File: config.mk
export PLATFORM = sky130hd
export DESIGN_NAME = tmt_interval_timer
export DESIGN_NICKNAME = d
export VERILOG_FILES = /design/src/design/tmt_pkg.sv /design/src/design/tmt_strobe_gen.sv /design/src/design/tmt_interval_timer.sv
export SDC_FILE = /design/constraint.sdc
export NUM_CORES = 1
export LEC_CHECK = 0
export ABC_CLOCK_PERIOD_IN_PS = 4900
export BUFFER_PORTS_ARGS = -buffer_cell sky130_fd_sc_hd__buf_2
export CORE_UTILIZATION = 27
export CTS_BUF_LIST = sky130_fd_sc_hd__clkbuf_16
export CTS_CLUSTER_DIAMETER = 150
export DETAILED_ROUTE_END_ITERATION = 12
export HOLD_SLACK_MARGIN = 0.06
export PLACE_DENSITY = 0.41
export SLEW_MARGIN = 30
export SYNTH_ARGS = -nofsm -noshare
export SYNTH_HDL_FRONTEND = slang
export SYNTH_SLANG_ARGS = --single-unit
File: constraint.sdc
create_clock -name clk_sys -period 4.9 [get_ports clk_sys]
set_input_delay 0.98 -clock clk_sys [delete_from_list [all_inputs] [get_ports clk_sys]]
set_output_delay 0.98 -clock clk_sys [all_outputs]
set_load 0.01 [all_outputs]
File: src/design/tmt_pkg.sv
// Constants and carrier types shared by the three-mode interval timer.
package tmt_pkg;

  localparam int TMT_CNT_W = 16;

  // Register byte offsets on the bus.
  localparam logic [7:0] TMT_ADR_MODE = 8'h00;
  localparam logic [7:0] TMT_ADR_START = 8'h04;
  localparam logic [7:0] TMT_ADR_DATA = 8'h08;
  localparam logic [7:0] TMT_ADR_IRQ_STAT = 8'h0C;
  localparam logic [7:0] TMT_ADR_IRQ_MASK = 8'h10;

  // Mode register field positions, then the start and interrupt bit positions.
  localparam int TMT_MODE_LSB = 0;
  localparam int TMT_EDGE_LSB = 2;
  localparam int TMT_WIDTH_BIT = 3;
  localparam int TMT_RISE_BIT = 2;
  localparam int TMT_OVF_BIT = 5;
  localparam int TMT_CS_LSB = 6;
  localparam int TMT_START_BIT = 0;
  localparam int TMT_IRQ_BIT = 0;

  // Writable bits of the mode register; the overflow flag and bit 4 are not.
  localparam logic [7:0] TMT_MODE_WMASK = 8'hCF;

  // Reset values and counter constants.
  localparam logic [7:0] TMT_MODE_RST = 8'h20;
  localparam logic [15:0] TMT_CNT_RST = 16'h0000;
  localparam logic [15:0] TMT_CNT_ALL1 = 16'hFFFF;
  localparam logic [15:0] TMT_CNT_ONE = 16'h0001;
  localparam logic TMT_START_RST = 1'b0;
  localparam logic TMT_MASK_RST = 1'b0;

  // Prescaler: the count sources divide the system clock by 2**shift.
  localparam int TMT_PS_W = 9;
  localparam int TMT_PS_SHIFT [4] = '{0, 3, 5, 9};
  localparam logic [8:0] TMT_PS_RST = 9'h000;
  localparam logic [8:0] TMT_PS_ONE = 9'h001;

  typedef enum logic [1:0] {
    TMT_MD_TIMER = 2'h0,
    TMT_MD_EVENT = 2'h1,
    TMT_MD_MEASURE = 2'h2,
    TMT_MD_RSVD = 2'h3
  } tmt_mode_t;

  typedef enum logic [1:0] {
    TMT_EDGE_FALL = 2'h0,
    TMT_EDGE_RISE = 2'h1,
    TMT_EDGE_BOTH = 2'h2,
    TMT_EDGE_NONE = 2'h3
  } tmt_edge_t;

  // Count-source strobes and input edges, one cycle each.
  typedef struct packed {
    logic [3:0] tick;
    logic rise;
    logic fall;
  } tmt_strobe_t;

  // One Wishbone request as seen by the slave.
  typedef struct packed {
    logic cyc;
    logic stb;
    logic we;
    logic [3:0] sel;
    logic [7:0] adr;
    logic [31:0] dat;
  } tmt_wb_req_t;

  typedef struct packed {
    logic [TMT_PS_W-1:0] ps_cnt;
    logic sync1;
    logic sync2;
    logic last;
  } tmt_gen_state_t;

  typedef struct packed {
    logic [7:0] mode_reg;
    logic run;
    logic first_cap;
    logic [15:0] reload;
    logic [15:0] count;
    logic irq_stat;
    logic irq_mask;
    logic ack;
    logic [31:0] rdata;
  } tmt_state_t;

endpackage

File: src/design/tmt_strobe_gen.sv
// Prescaler strobes and synchronised edge detection for the interval timer.
`timescale 1ns/100ps
`default_nettype none
module tmt_strobe_gen
  import tmt_pkg::*;
(
  // Clock and reset
  input wire logic clk_sys,
  input wire logic rst,
  // External pin
  input wire logic event_measure_input,
  // Strobes to the timer core
  output tmt_strobe_t strobe
);

  tmt_gen_state_t st_ff;
  tmt_gen_state_t nxt_st;
  logic [3:0] tick_w;

  genvar g;
  generate
    for (g = 0; g < 4; g++) begin : g_tick
      if (TMT_PS_SHIFT[g] == 0) begin : g_full
        assign tick_w[g] = 1'b1;
      end else begin : g_div
        assign tick_w[g] = &st_ff.ps_cnt[TMT_PS_SHIFT[g]-1:0];
      end
    end
  endgenerate

  always_comb begin
    nxt_st = st_ff;
    nxt_st.ps_cnt = st_ff.ps_cnt + TMT_PS_ONE;
    nxt_st.sync1 = event_measure_input;
    nxt_st.sync2 = st_ff.sync1;
    nxt_st.last = st_ff.sync2;
  end

  always_ff @(posedge clk_sys or posedge rst) begin
    if (rst) begin
      st_ff <= '0;
    end else begin
      st_ff <= nxt_st;
    end
  end

  // Edges come from the second and third stages only.
  assign strobe.tick = tick_w;
  assign strobe.rise = st_ff.sync2 & ~st_ff.last;
  assign strobe.fall = ~st_ff.sync2 & st_ff.last;

endmodule
`default_nettype wire

File: src/design/tmt_interval_timer.sv
// Three-mode 16-bit interval timer with a Wishbone register slave.
//
// The Wishbone slave port and the placing of the registers are this design's own decisions.
`timescale 1ns/100ps
`default_nettype none
module tmt_interval_timer
  import tmt_pkg::*;
(
  // Clock and reset
  input wire logic clk_sys,
  input wire logic rst,
  // Wishbone slave
  input wire logic wb_cyc_i,
  input wire logic wb_stb_i,
  input wire logic wb_we_i,
  input wire logic [3:0] wb_sel_i,
  input wire logic [7:0] wb_adr_i,
  input wire logic [31:0] wb_dat_i,
  output logic [31:0] wb_dat_o,
  output logic wb_ack_o,
  // External event or measurement pin
  input wire logic event_measure_input,
  // Interrupt
  output logic irq
);

  tmt_state_t st_ff;
  tmt_state_t nxt_st;
  tmt_strobe_t strb;
  tmt_wb_req_t bus;
  tmt_mode_t mode;
  tmt_edge_t edge_sel;
  logic bus_req;
  logic bus_wr;
  logic wr_data;
  logic tick;
  logic ev_edge;
  logic meas_edge;
  logic reach0;
  logic cap;
  logic [15:0] wdata;
  logic [31:0] rd_mux;

  tmt_strobe_gen u_strobe (
    .clk_sys(clk_sys),
    .rst(rst),
    .event_measure_input(event_measure_input),
    .strobe(strb)
  );

  assign bus.cyc = wb_cyc_i;
  assign bus.stb = wb_stb_i;
  assign bus.we = wb_we_i;
  assign bus.sel = wb_sel_i;
  assign bus.adr = wb_adr_i;
  assign bus.dat = wb_dat_i;

  // A write lands on the edge where the master samples ack high.
  assign bus_req = bus.cyc & bus.stb;
  assign bus_wr = bus_req & bus.we & st_ff.ack;
  assign wr_data = bus_wr && (bus.adr == TMT_ADR_DATA) && (bus.sel[1:0] != 2'h0);

  assign mode = tmt_mode_t'(st_ff.mode_reg[TMT_MODE_LSB +: 2]);
  assign edge_sel = tmt_edge_t'(st_ff.mode_reg[TMT_EDGE_LSB +: 2]);

  assign tick = strb.tick[st_ff.mode_reg[TMT_CS_LSB +: 2]];

  always_comb begin
    case (edge_sel)
      TMT_EDGE_FALL: ev_edge = strb.fall;
      TMT_EDGE_RISE: ev_edge = strb.rise;
      TMT_EDGE_BOTH: ev_edge = strb.rise | strb.fall;
      default: ev_edge = 1'b0;
    endcase
  end

  // period edge, width uses both edges
  always_comb begin
    if (st_ff.mode_reg[TMT_WIDTH_BIT]) begin
      meas_edge = strb.rise | strb.fall;
    end else if (st_ff.mode_reg[TMT_RISE_BIT]) begin
      meas_edge = strb.rise;
    end else begin
      meas_edge = strb.fall;
    end
  end

  // Byte lanes of the data register.
  assign wdata[7:0] = bus.sel[0] ? bus.dat[7:0] : st_ff.reload[7:0];
  assign wdata[15:8] = bus.sel[1] ? bus.dat[15:8] : st_ff.reload[15:8];

  // captured value read in measure mode
  always_comb begin
    if (bus.adr == TMT_ADR_MODE) begin
      rd_mux = {24'h000000, st_ff.mode_reg};
    end else if (bus.adr == TMT_ADR_START) begin
      rd_mux = {31'h00000000, st_ff.run};
    end else if (bus.adr == TMT_ADR_DATA) begin
      rd_mux = {16'h0000, (mode == TMT_MD_MEASURE) ? st_ff.reload : st_ff.count};
    end else if (bus.adr == TMT_ADR_IRQ_STAT) begin
      rd_mux = {31'h00000000, st_ff.irq_stat};
    end else if (bus.adr == TMT_ADR_IRQ_MASK) begin
      rd_mux = {31'h00000000, st_ff.irq_mask};
    end else begin
      rd_mux = 32'h00000000;
    end
  end

  always_comb begin
    nxt_st = st_ff;
    reach0 = 1'b0;
    cap = 1'b0;
    nxt_st.ack = bus_req & ~st_ff.ack;
    if (bus_req && !st_ff.ack && !bus.we) begin
      nxt_st.rdata = rd_mux;
    end
    // Software side first, so that hardware events below win.
    if (bus_wr) begin
      if (bus.adr == TMT_ADR_MODE) begin
        if (bus.sel[0]) begin
          nxt_st.mode_reg = bus.dat[7:0] & TMT_MODE_WMASK;
        end
      end else if (bus.adr == TMT_ADR_START) begin
        if (bus.sel[0]) begin
          nxt_st.run = bus.dat[TMT_START_BIT];
          if (bus.dat[TMT_START_BIT] && !st_ff.run) begin
            nxt_st.first_cap = 1'b1;
          end
        end
      end else if (bus.adr == TMT_ADR_DATA) begin
        if (bus.sel[1:0] != 2'h0) begin
          nxt_st.reload = wdata;
          if (!st_ff.run) begin
            nxt_st.count = wdata;
          end
        end
      end else if (bus.adr == TMT_ADR_IRQ_STAT) begin
        if (bus.sel[0] && bus.dat[TMT_IRQ_BIT]) begin
          nxt_st.irq_stat = 1'b0;
        end
      end else if (bus.adr == TMT_ADR_IRQ_MASK) begin
        if (bus.sel[0]) begin
          nxt_st.irq_mask = bus.dat[TMT_IRQ_BIT];
        end
      end
    end
    if (st_ff.run) begin
      case (mode)
        TMT_MD_TIMER, TMT_MD_EVENT: begin
          if ((mode == TMT_MD_TIMER) ? tick : ev_edge) begin
            if (st_ff.count == TMT_CNT_RST) begin
              nxt_st.count = st_ff.reload;
              reach0 = 1'b1;
            end else begin
              nxt_st.count = st_ff.count - TMT_CNT_ONE;
            end
          end
        end
        TMT_MD_MEASURE: begin
          // capture then clear, restart next tick
          if (meas_edge) begin
            nxt_st.reload = st_ff.count;
            nxt_st.count = TMT_CNT_RST;
            nxt_st.first_cap = 1'b0;
            cap = 1'b1;
          end else if (tick) begin
            nxt_st.count = st_ff.count + TMT_CNT_ONE;
            reach0 = (st_ff.count == TMT_CNT_ALL1);
          end
        end
        default: begin
          nxt_st.count = st_ff.count;
        end
      endcase
    end
    if (reach0) begin
      nxt_st.mode_reg[TMT_OVF_BIT] = 1'b1;
    end
    // capture interrupt skips the first one
    if ((reach0 && mode != TMT_MD_MEASURE) || (cap && !st_ff.first_cap)) begin
      nxt_st.irq_stat = 1'b1;
    end
  end

  always_ff @(posedge clk_sys or posedge rst) begin
    if (rst) begin
      st_ff.mode_reg <= TMT_MODE_RST;
      st_ff.run <= TMT_START_RST;
      st_ff.first_cap <= 1'b0;
      st_ff.reload <= TMT_CNT_RST;
      st_ff.count <= TMT_CNT_RST;
      st_ff.irq_stat <= 1'b0;
      st_ff.irq_mask <= TMT_MASK_RST;
      st_ff.ack <= 1'b0;
      st_ff.rdata <= 32'h00000000;
    end else begin
      st_ff <= nxt_st;
    end
  end

  assign wb_ack_o = st_ff.ack;
  assign wb_dat_o = st_ff.rdata;

  // interrupt is the only output besides the bus, no pulse pin
  assign irq = st_ff.irq_stat & st_ff.irq_mask;
endmodule
`default_nettype wire

### Yosys cells after proc, flatten, opt, wreduce, memory -nomap -nowiden

Index checks and enable logic that the tools add are counted.

* flip-flop bits (word level): 88
* logic and storage cells: 128
* memories kept: 0
* RAM bits: 0
* input bits: 50
* memory bits (read-only): 0
* latch bits: 0

* reductions and logical operators: 31
* shift operators: 0
* equal/unequal tests: 14
* multiply operators: 0
* muxes and demuxes: 50
* $add $sub $neg: 3
* bitwise gates (word level): 15
* div/mod/pow operators: 0
* magnitude comparators: 1

Operator list (number)
* $mux 16: 9
* $mux 32: 2
* $mux 42: 1
* $mux 36: 1
* $mux 17: 2
* $mux 34: 1
* $mux 33: 1
* $pmux 16 s2: 1
* $mux 1: 22
* $add 16x1->16 const B: 1
* $eq 16x16->1 const B: 1
* $eq 8x4->1 const B: 2
* $logic_not 16->1: 1
* $mux 8: 2
* $sub 16x1->16 const B: 1
* $reduce_bool 2->1: 7
* $mux 6: 2
* $add 9x1->9 const B: 1
* $reduce_and 3->1: 3
* $reduce_and 9->1: 1
* $eq 8x3->1 const B: 1
* $eq 8x5->1 const B: 1
* $logic_not 8->1: 1
* $and 1x1->1: 7
* 21 further kinds: 42

### Depth between registers and ports, before layout

* depth in word-level cells: 12
* gate-level depth with buffers: 11
* depth with buffers taken out: 10

### Hierarchy

Synthesis repeated with hierarchy kept, for this count alone.

* cells, all modules: 578
* area total of the unflattened synthesis: 4991.0 sq um

Modules (own cells, without submodules)
* tmt_interval_timer: cells each 543, times used 1, seq. area each 1502.7 sq um, area an instance 4524.3 sq um
* tmt_strobe_gen: cells each 35, times used 1, seq. area each 300.3 sq um, area an instance 466.7 sq um

### Worst setup path before layout

Ideal clock, no wire load.

* kind: input -> register
* start: in wb_adr_i[0]
* end: reg st_ff, in the netlist mode[1]
* cell stages on the path: 6
* data required time: 4.772 ns
* path buffers: 1
* library setup time: 0.128 ns
* arrival time: 2.557 ns
* setup slack: 2.215 ns
* cell sequence: nor4_1 -> nand2b_1 -> or3_1 -> or3_1 -> clkbuf_1 -> mux2_1

* cells in the longest elaborated chain, start to end: 2

RTL lines
* start, declared: RTL line tmt_interval_timer.sv:17 `input wire logic [7:0] wb_adr_i,`
* $logic_not 8->1: RTL line tmt_interval_timer.sv:119 `if (bus.adr == TMT_ADR_MODE) begin`
* $reduce_and 3->1 (no source line)
* end signal, assigned: RTL line tmt_interval_timer.sv:197 `st_ff <= nxt_st;`
* end, declared: RTL line tmt_interval_timer.sv:27 `tmt_state_t st_ff;`

Every way passes these cells.
A chain may end at the register's enable or synchronous reset.

### Final worst setup path

* start: reg u_strobe.st_ff[3] (netlist bit)
* end: reg st_ff[41] (netlist bit)

* cells in the longest elaborated chain, start to end: 7

RTL lines
* start, declared: RTL line tmt_strobe_gen.sv:16 `tmt_gen_state_t st_ff;`
* start signal, assigned: RTL line tmt_strobe_gen.sv:43 `st_ff <= nxt_st;`
* $reduce_and 9->1 (tied with other cells): RTL line tmt_strobe_gen.sv:26 `assign tick_w[g] = &st_ff.ps_cnt[TMT_PS_SHIFT[g]-1:0];`
* $bmux 1 s2 (*): RTL line tmt_interval_timer.sv:66 `assign tick = strb.tick[st_ff.mode_reg[TMT_CS_LSB +: 2]];`
* $mux 1 (not written as such) (*): RTL line tmt_interval_timer.sv:66
* $mux 16 / $mux 1 (equally long branches): RTL line tmt_interval_timer.sv:166, tmt_interval_timer.sv:150
* $mux 16 (on tied branches): RTL line tmt_interval_timer.sv:161, tmt_interval_timer.sv:150
* $pmux 16 s2 (*): RTL line tmt_interval_timer.sv:148 `case (mode)`
* $mux 33 (*): RTL line tmt_interval_timer.sv:147 `if (st_ff.run) begin`

Mark *: on every way between the ends. The rest lies on a longest branch, timed or not. The select of a mux whose other input is x is not followed.

==> results.md <==
- Number of flops mapped to enable cells by yosys: 0
- Final core utilization: 31.1%
- PD cells: 260 nW/µm²
- Post-Syn Instances: 597
- Crit. End Element: register
- Total power: 1.47 mW
- Final Net Count: 665
- Placed cell count: 824
- Clock Skews: 0.00842 ns
- Async SR Flop Fraction: 100%
- CP Max Fanout: 8
- Leak Pwr: 2.54 nW
- Final slew viol count: 0
- Critical path type: reg -> reg
- Clk sinks: 72
- Worst path required time: 5.07 ns
- Worst-skew pair later-pin latency: 0.35 ns
- CTS buffer count: 9
- Core ar.: 18200 µm²
- # setup viols final: 0
- Largest net degree at the start of global routing: 34
- Setup TNS: 0 ns
- Rel. slew slack: 32.3%
- Minimum clock period: 3.17 ns
- Die X: 139 µm
- Via density: 5.26
- GRT Util Overall: 17.5%
- Arr. time, crit path: 3.33 ns
- Post-CTS setup buffer count: 0
- Initial DRT Pass Iterations: 5
- Outcome: finished, final reports clean
- Routed Antenna Nets: 0
- Vias in the first global route: 4403
- Final WL: 16.2 mm
- YS warnings: 0
- Switching power: 0.377 mW
- RSZ-0062 raised after global routing: no
- Worst slew pin tran: 1.01 ns
- Largest cells by area after synthesis: dfrtp_1 35%, mux2i_1 8.1%, o21ai_0 5.4%, nand2_1 4.9%, buf_4 4.7%
- CTS tree: done
- Clk slew on worst S/H paths: 0.06 ns
- DRC Markers: 0
- Number of flip-flops in the largest register: 39
- Yosys top cell by area: dfrtp_1
- Buffers on Ports: 49
- Clock share of power: 49.5%
- Tcrit/Tclk final: 64.6%
- Global route overflow: 0
- Area of the mapped netlist: 5090 µm²
- Hold buffers post-CTS: 0
- Fin area: 5660 µm²
- Seq/Total Area, Yosys: 35.4%
- Fin cells: 840
- DR WL/cell: 19.2 µm
- Share of cells above drive strength 1: 16.2%
- Area Growth Syn to Fin: 11.1%
- Syn_area_per_cell: 8.53 µm²
- Fmax: 316 MHz
- Routability cong.: 0.845
- Max VDD drop: 162 µV
- Clock Path Buffers: 2
- Vias: 4418
- Sw frac: 25.6%
- # rows: 49
- Final Hold Viols: 0
- Die ar.: 19400 µm²
- Comb power frac: 8.5%
- Worst min path class: reg -> reg
- Largest reg by FF count: st_ff
- First-pass GRT wire length: 25.9 mm
- Internal: 1.10 mW
- Antenna violations before repair: 0
- Top-area cell type share of the netlist area: 34.9%
- HPWL after DPL: 11.8 mm
- Die height: 139 µm
- Sequential share of power: 42.0%
- Iter 0 DRT Violations: 326
- Maxcap violations: 0
- Top Ports: 84
- Dominant synthesized flop cell: dfrtp_1
- Htree depth: 3
- Initial Util: 28.0%
- Crit path launch type: register
- ANT cells: 0
- Distinct cells, synth: 67
- Root buffer cell: clkbuf_16
- Flops & latches, synth: 72
- Placed inst area: 5330 µm²
- PostCTS Resize Cnt: 0
==> worst paths after layout <==
path / from / endpoint / slack [ns] / cells after the start
max: u_strobe.st_ff[3] / st_ff[41] / 1.73 / 10
min: u_strobe.nxt_st[1] / u_strobe.nxt_st[0] / 0.35 / 0
max reg2reg: u_strobe.st_ff[3] / st_ff[41] / 1.73 / 10
min reg2reg: u_strobe.nxt_st[1] / u_strobe.nxt_st[0] / 0.35 / 0
max in group asynchronous: rst / st_ff[74] / 3.62 / 3
min in group asynchronous: rst / mode[0] / 0.55 / 2
==> through the flow <==
stage / hold slack (ns) / worst slack [ns]
floorplan: 0.331 / 2.10
global placement: 0.337 / 1.49
detailed placement: 0.340 / 1.51
CTS: 0.355 / 1.73
global route: 0.368 / 1.49
finish: 0.352 / 1.73
==> cell type report <==
class	instances	area, µm²
Multi-Input combinational cell	454	2900
Sequential cell	72	1800
Tap cell	229	287
Inverter	13	48.8
Clock buffer	9	225
Fill cell	1967	12600
Timing Repair Buffer	56	298
Clock inverter	7	95.1
==> power by group through the flow <==
stage | Clock (mW) | Sequential, mW | Combinational [mW]
floorplan | 0 | 0.617 | 0.103
global placement | 0 | 0.628 | 0.125
detailed placement | 0 | 0.628 | 0.125
CTS | 0.746 | 0.617 | 0.126
global route | 0.776 | 0.619 | 0.142
finish | 0.729 | 0.618 | 0.126
==> synthesized netlist by cell type, types with 3 or more instances <==
cell type / instances
and2_1: 6
xnor2_1: 12
o32a_1: 4
dfrtp_1: 71
nand2b_1: 6
nand2_1: 66
nor4_1: 6
xor2_1: 4
nor2_1: 46
o31ai_1: 3
nand4_1: 7
o21ai_0: 55
o211ai_1: 8
a211oi_1: 6
o21ai_1: 5
a31oi_1: 5
mux2_1: 4
or3_1: 7
o21a_1: 4
a22oi_1: 8
ha_1: 9
nand3_1: 14
buf_4: 32
a21oi_1: 32
buf_1: 3
nor3_1: 11
nor3b_1: 3
clkbuf_1: 35
mux2i_1: 41
and4_1: 3
mux2_2: 11
inv_1: 13
and3_1: 12
nor4b_1: 3
==> worst max-delay path, cell delays in order (launching register included) <==
cell      delay, ns
dfrtp_1        0.39
ha_1           0.22
and3_1         0.21
and3_1         0.18
ha_1           0.19
mux2i_1        0.27
a211oi_1       0.19
o211ai_1       0.83
a211oi_1       0.09
o31ai_1        0.23
o311ai_0       0.17
==> cell usage in the layout, fill, tap and decap left out, drive strengths merged, types with 3 or more instances in the layout <==
| master | count |
|---|---|
| inv | 15 |
| o32a | 4 |
| o21a | 4 |
| a22oi | 8 |
| a21oi | 32 |
| xor2 | 4 |
| and4 | 3 |
| ha | 9 |
| and2 | 6 |
| o32ai | 3 |
| o211ai | 8 |
| nor3b | 3 |
| a31oi | 5 |
| o31ai | 3 |
| a211oi | 6 |
| clkbuf | 9 |
| dfrtp | 71 |
| nand2 | 67 |
| xnor2 | 12 |
| nand4 | 7 |
| nand3 | 14 |
| or3 | 7 |
| and3 | 12 |
| nor3 | 12 |
| conb | 16 |
| nor2 | 46 |
| nor4 | 7 |
| buf | 56 |
| mux2i | 41 |
| nand2b | 6 |
| o21ai | 60 |
| nor4b | 3 |
| clkinvlp | 3 |
| mux2 | 15 |
==> layer usage <==
layer | global-route usage [%] | vias to the layer above | wire length, µm
met5 | 0 | - | 0
met4 | 7.13 | 0 | 397
met3 | 3.54 | 29 | 1020
met2 | 26.7 | 161 | 7000
met1 | 24.1 | 2106 | 7750
li1 | - | 2122 | -
==> logic make-up (layout without fill, tap and decap cells) <==
| kind of cell | count (synthesis) | after routing | share of synthesized area [%] |
|---|---|---|---|
| and+or+nand+nor | 200 | 200 | 19.5 |
| AOI/OAI and AO/OA | 156 | 156 | 19.4 |
| buffers and inverters | 86 | 85 | 8.90 |
| DFF | 72 | 72 | 35.4 |
| muxes | 57 | 57 | 11.8 |
| xor gates and xnor gates | 16 | 16 | 2.75 |
| adders and majority gates | 9 | 9 | 2.21 |
| other | 1 | 16 | 0.0737 |
Power figures use the tool's default switching activity.
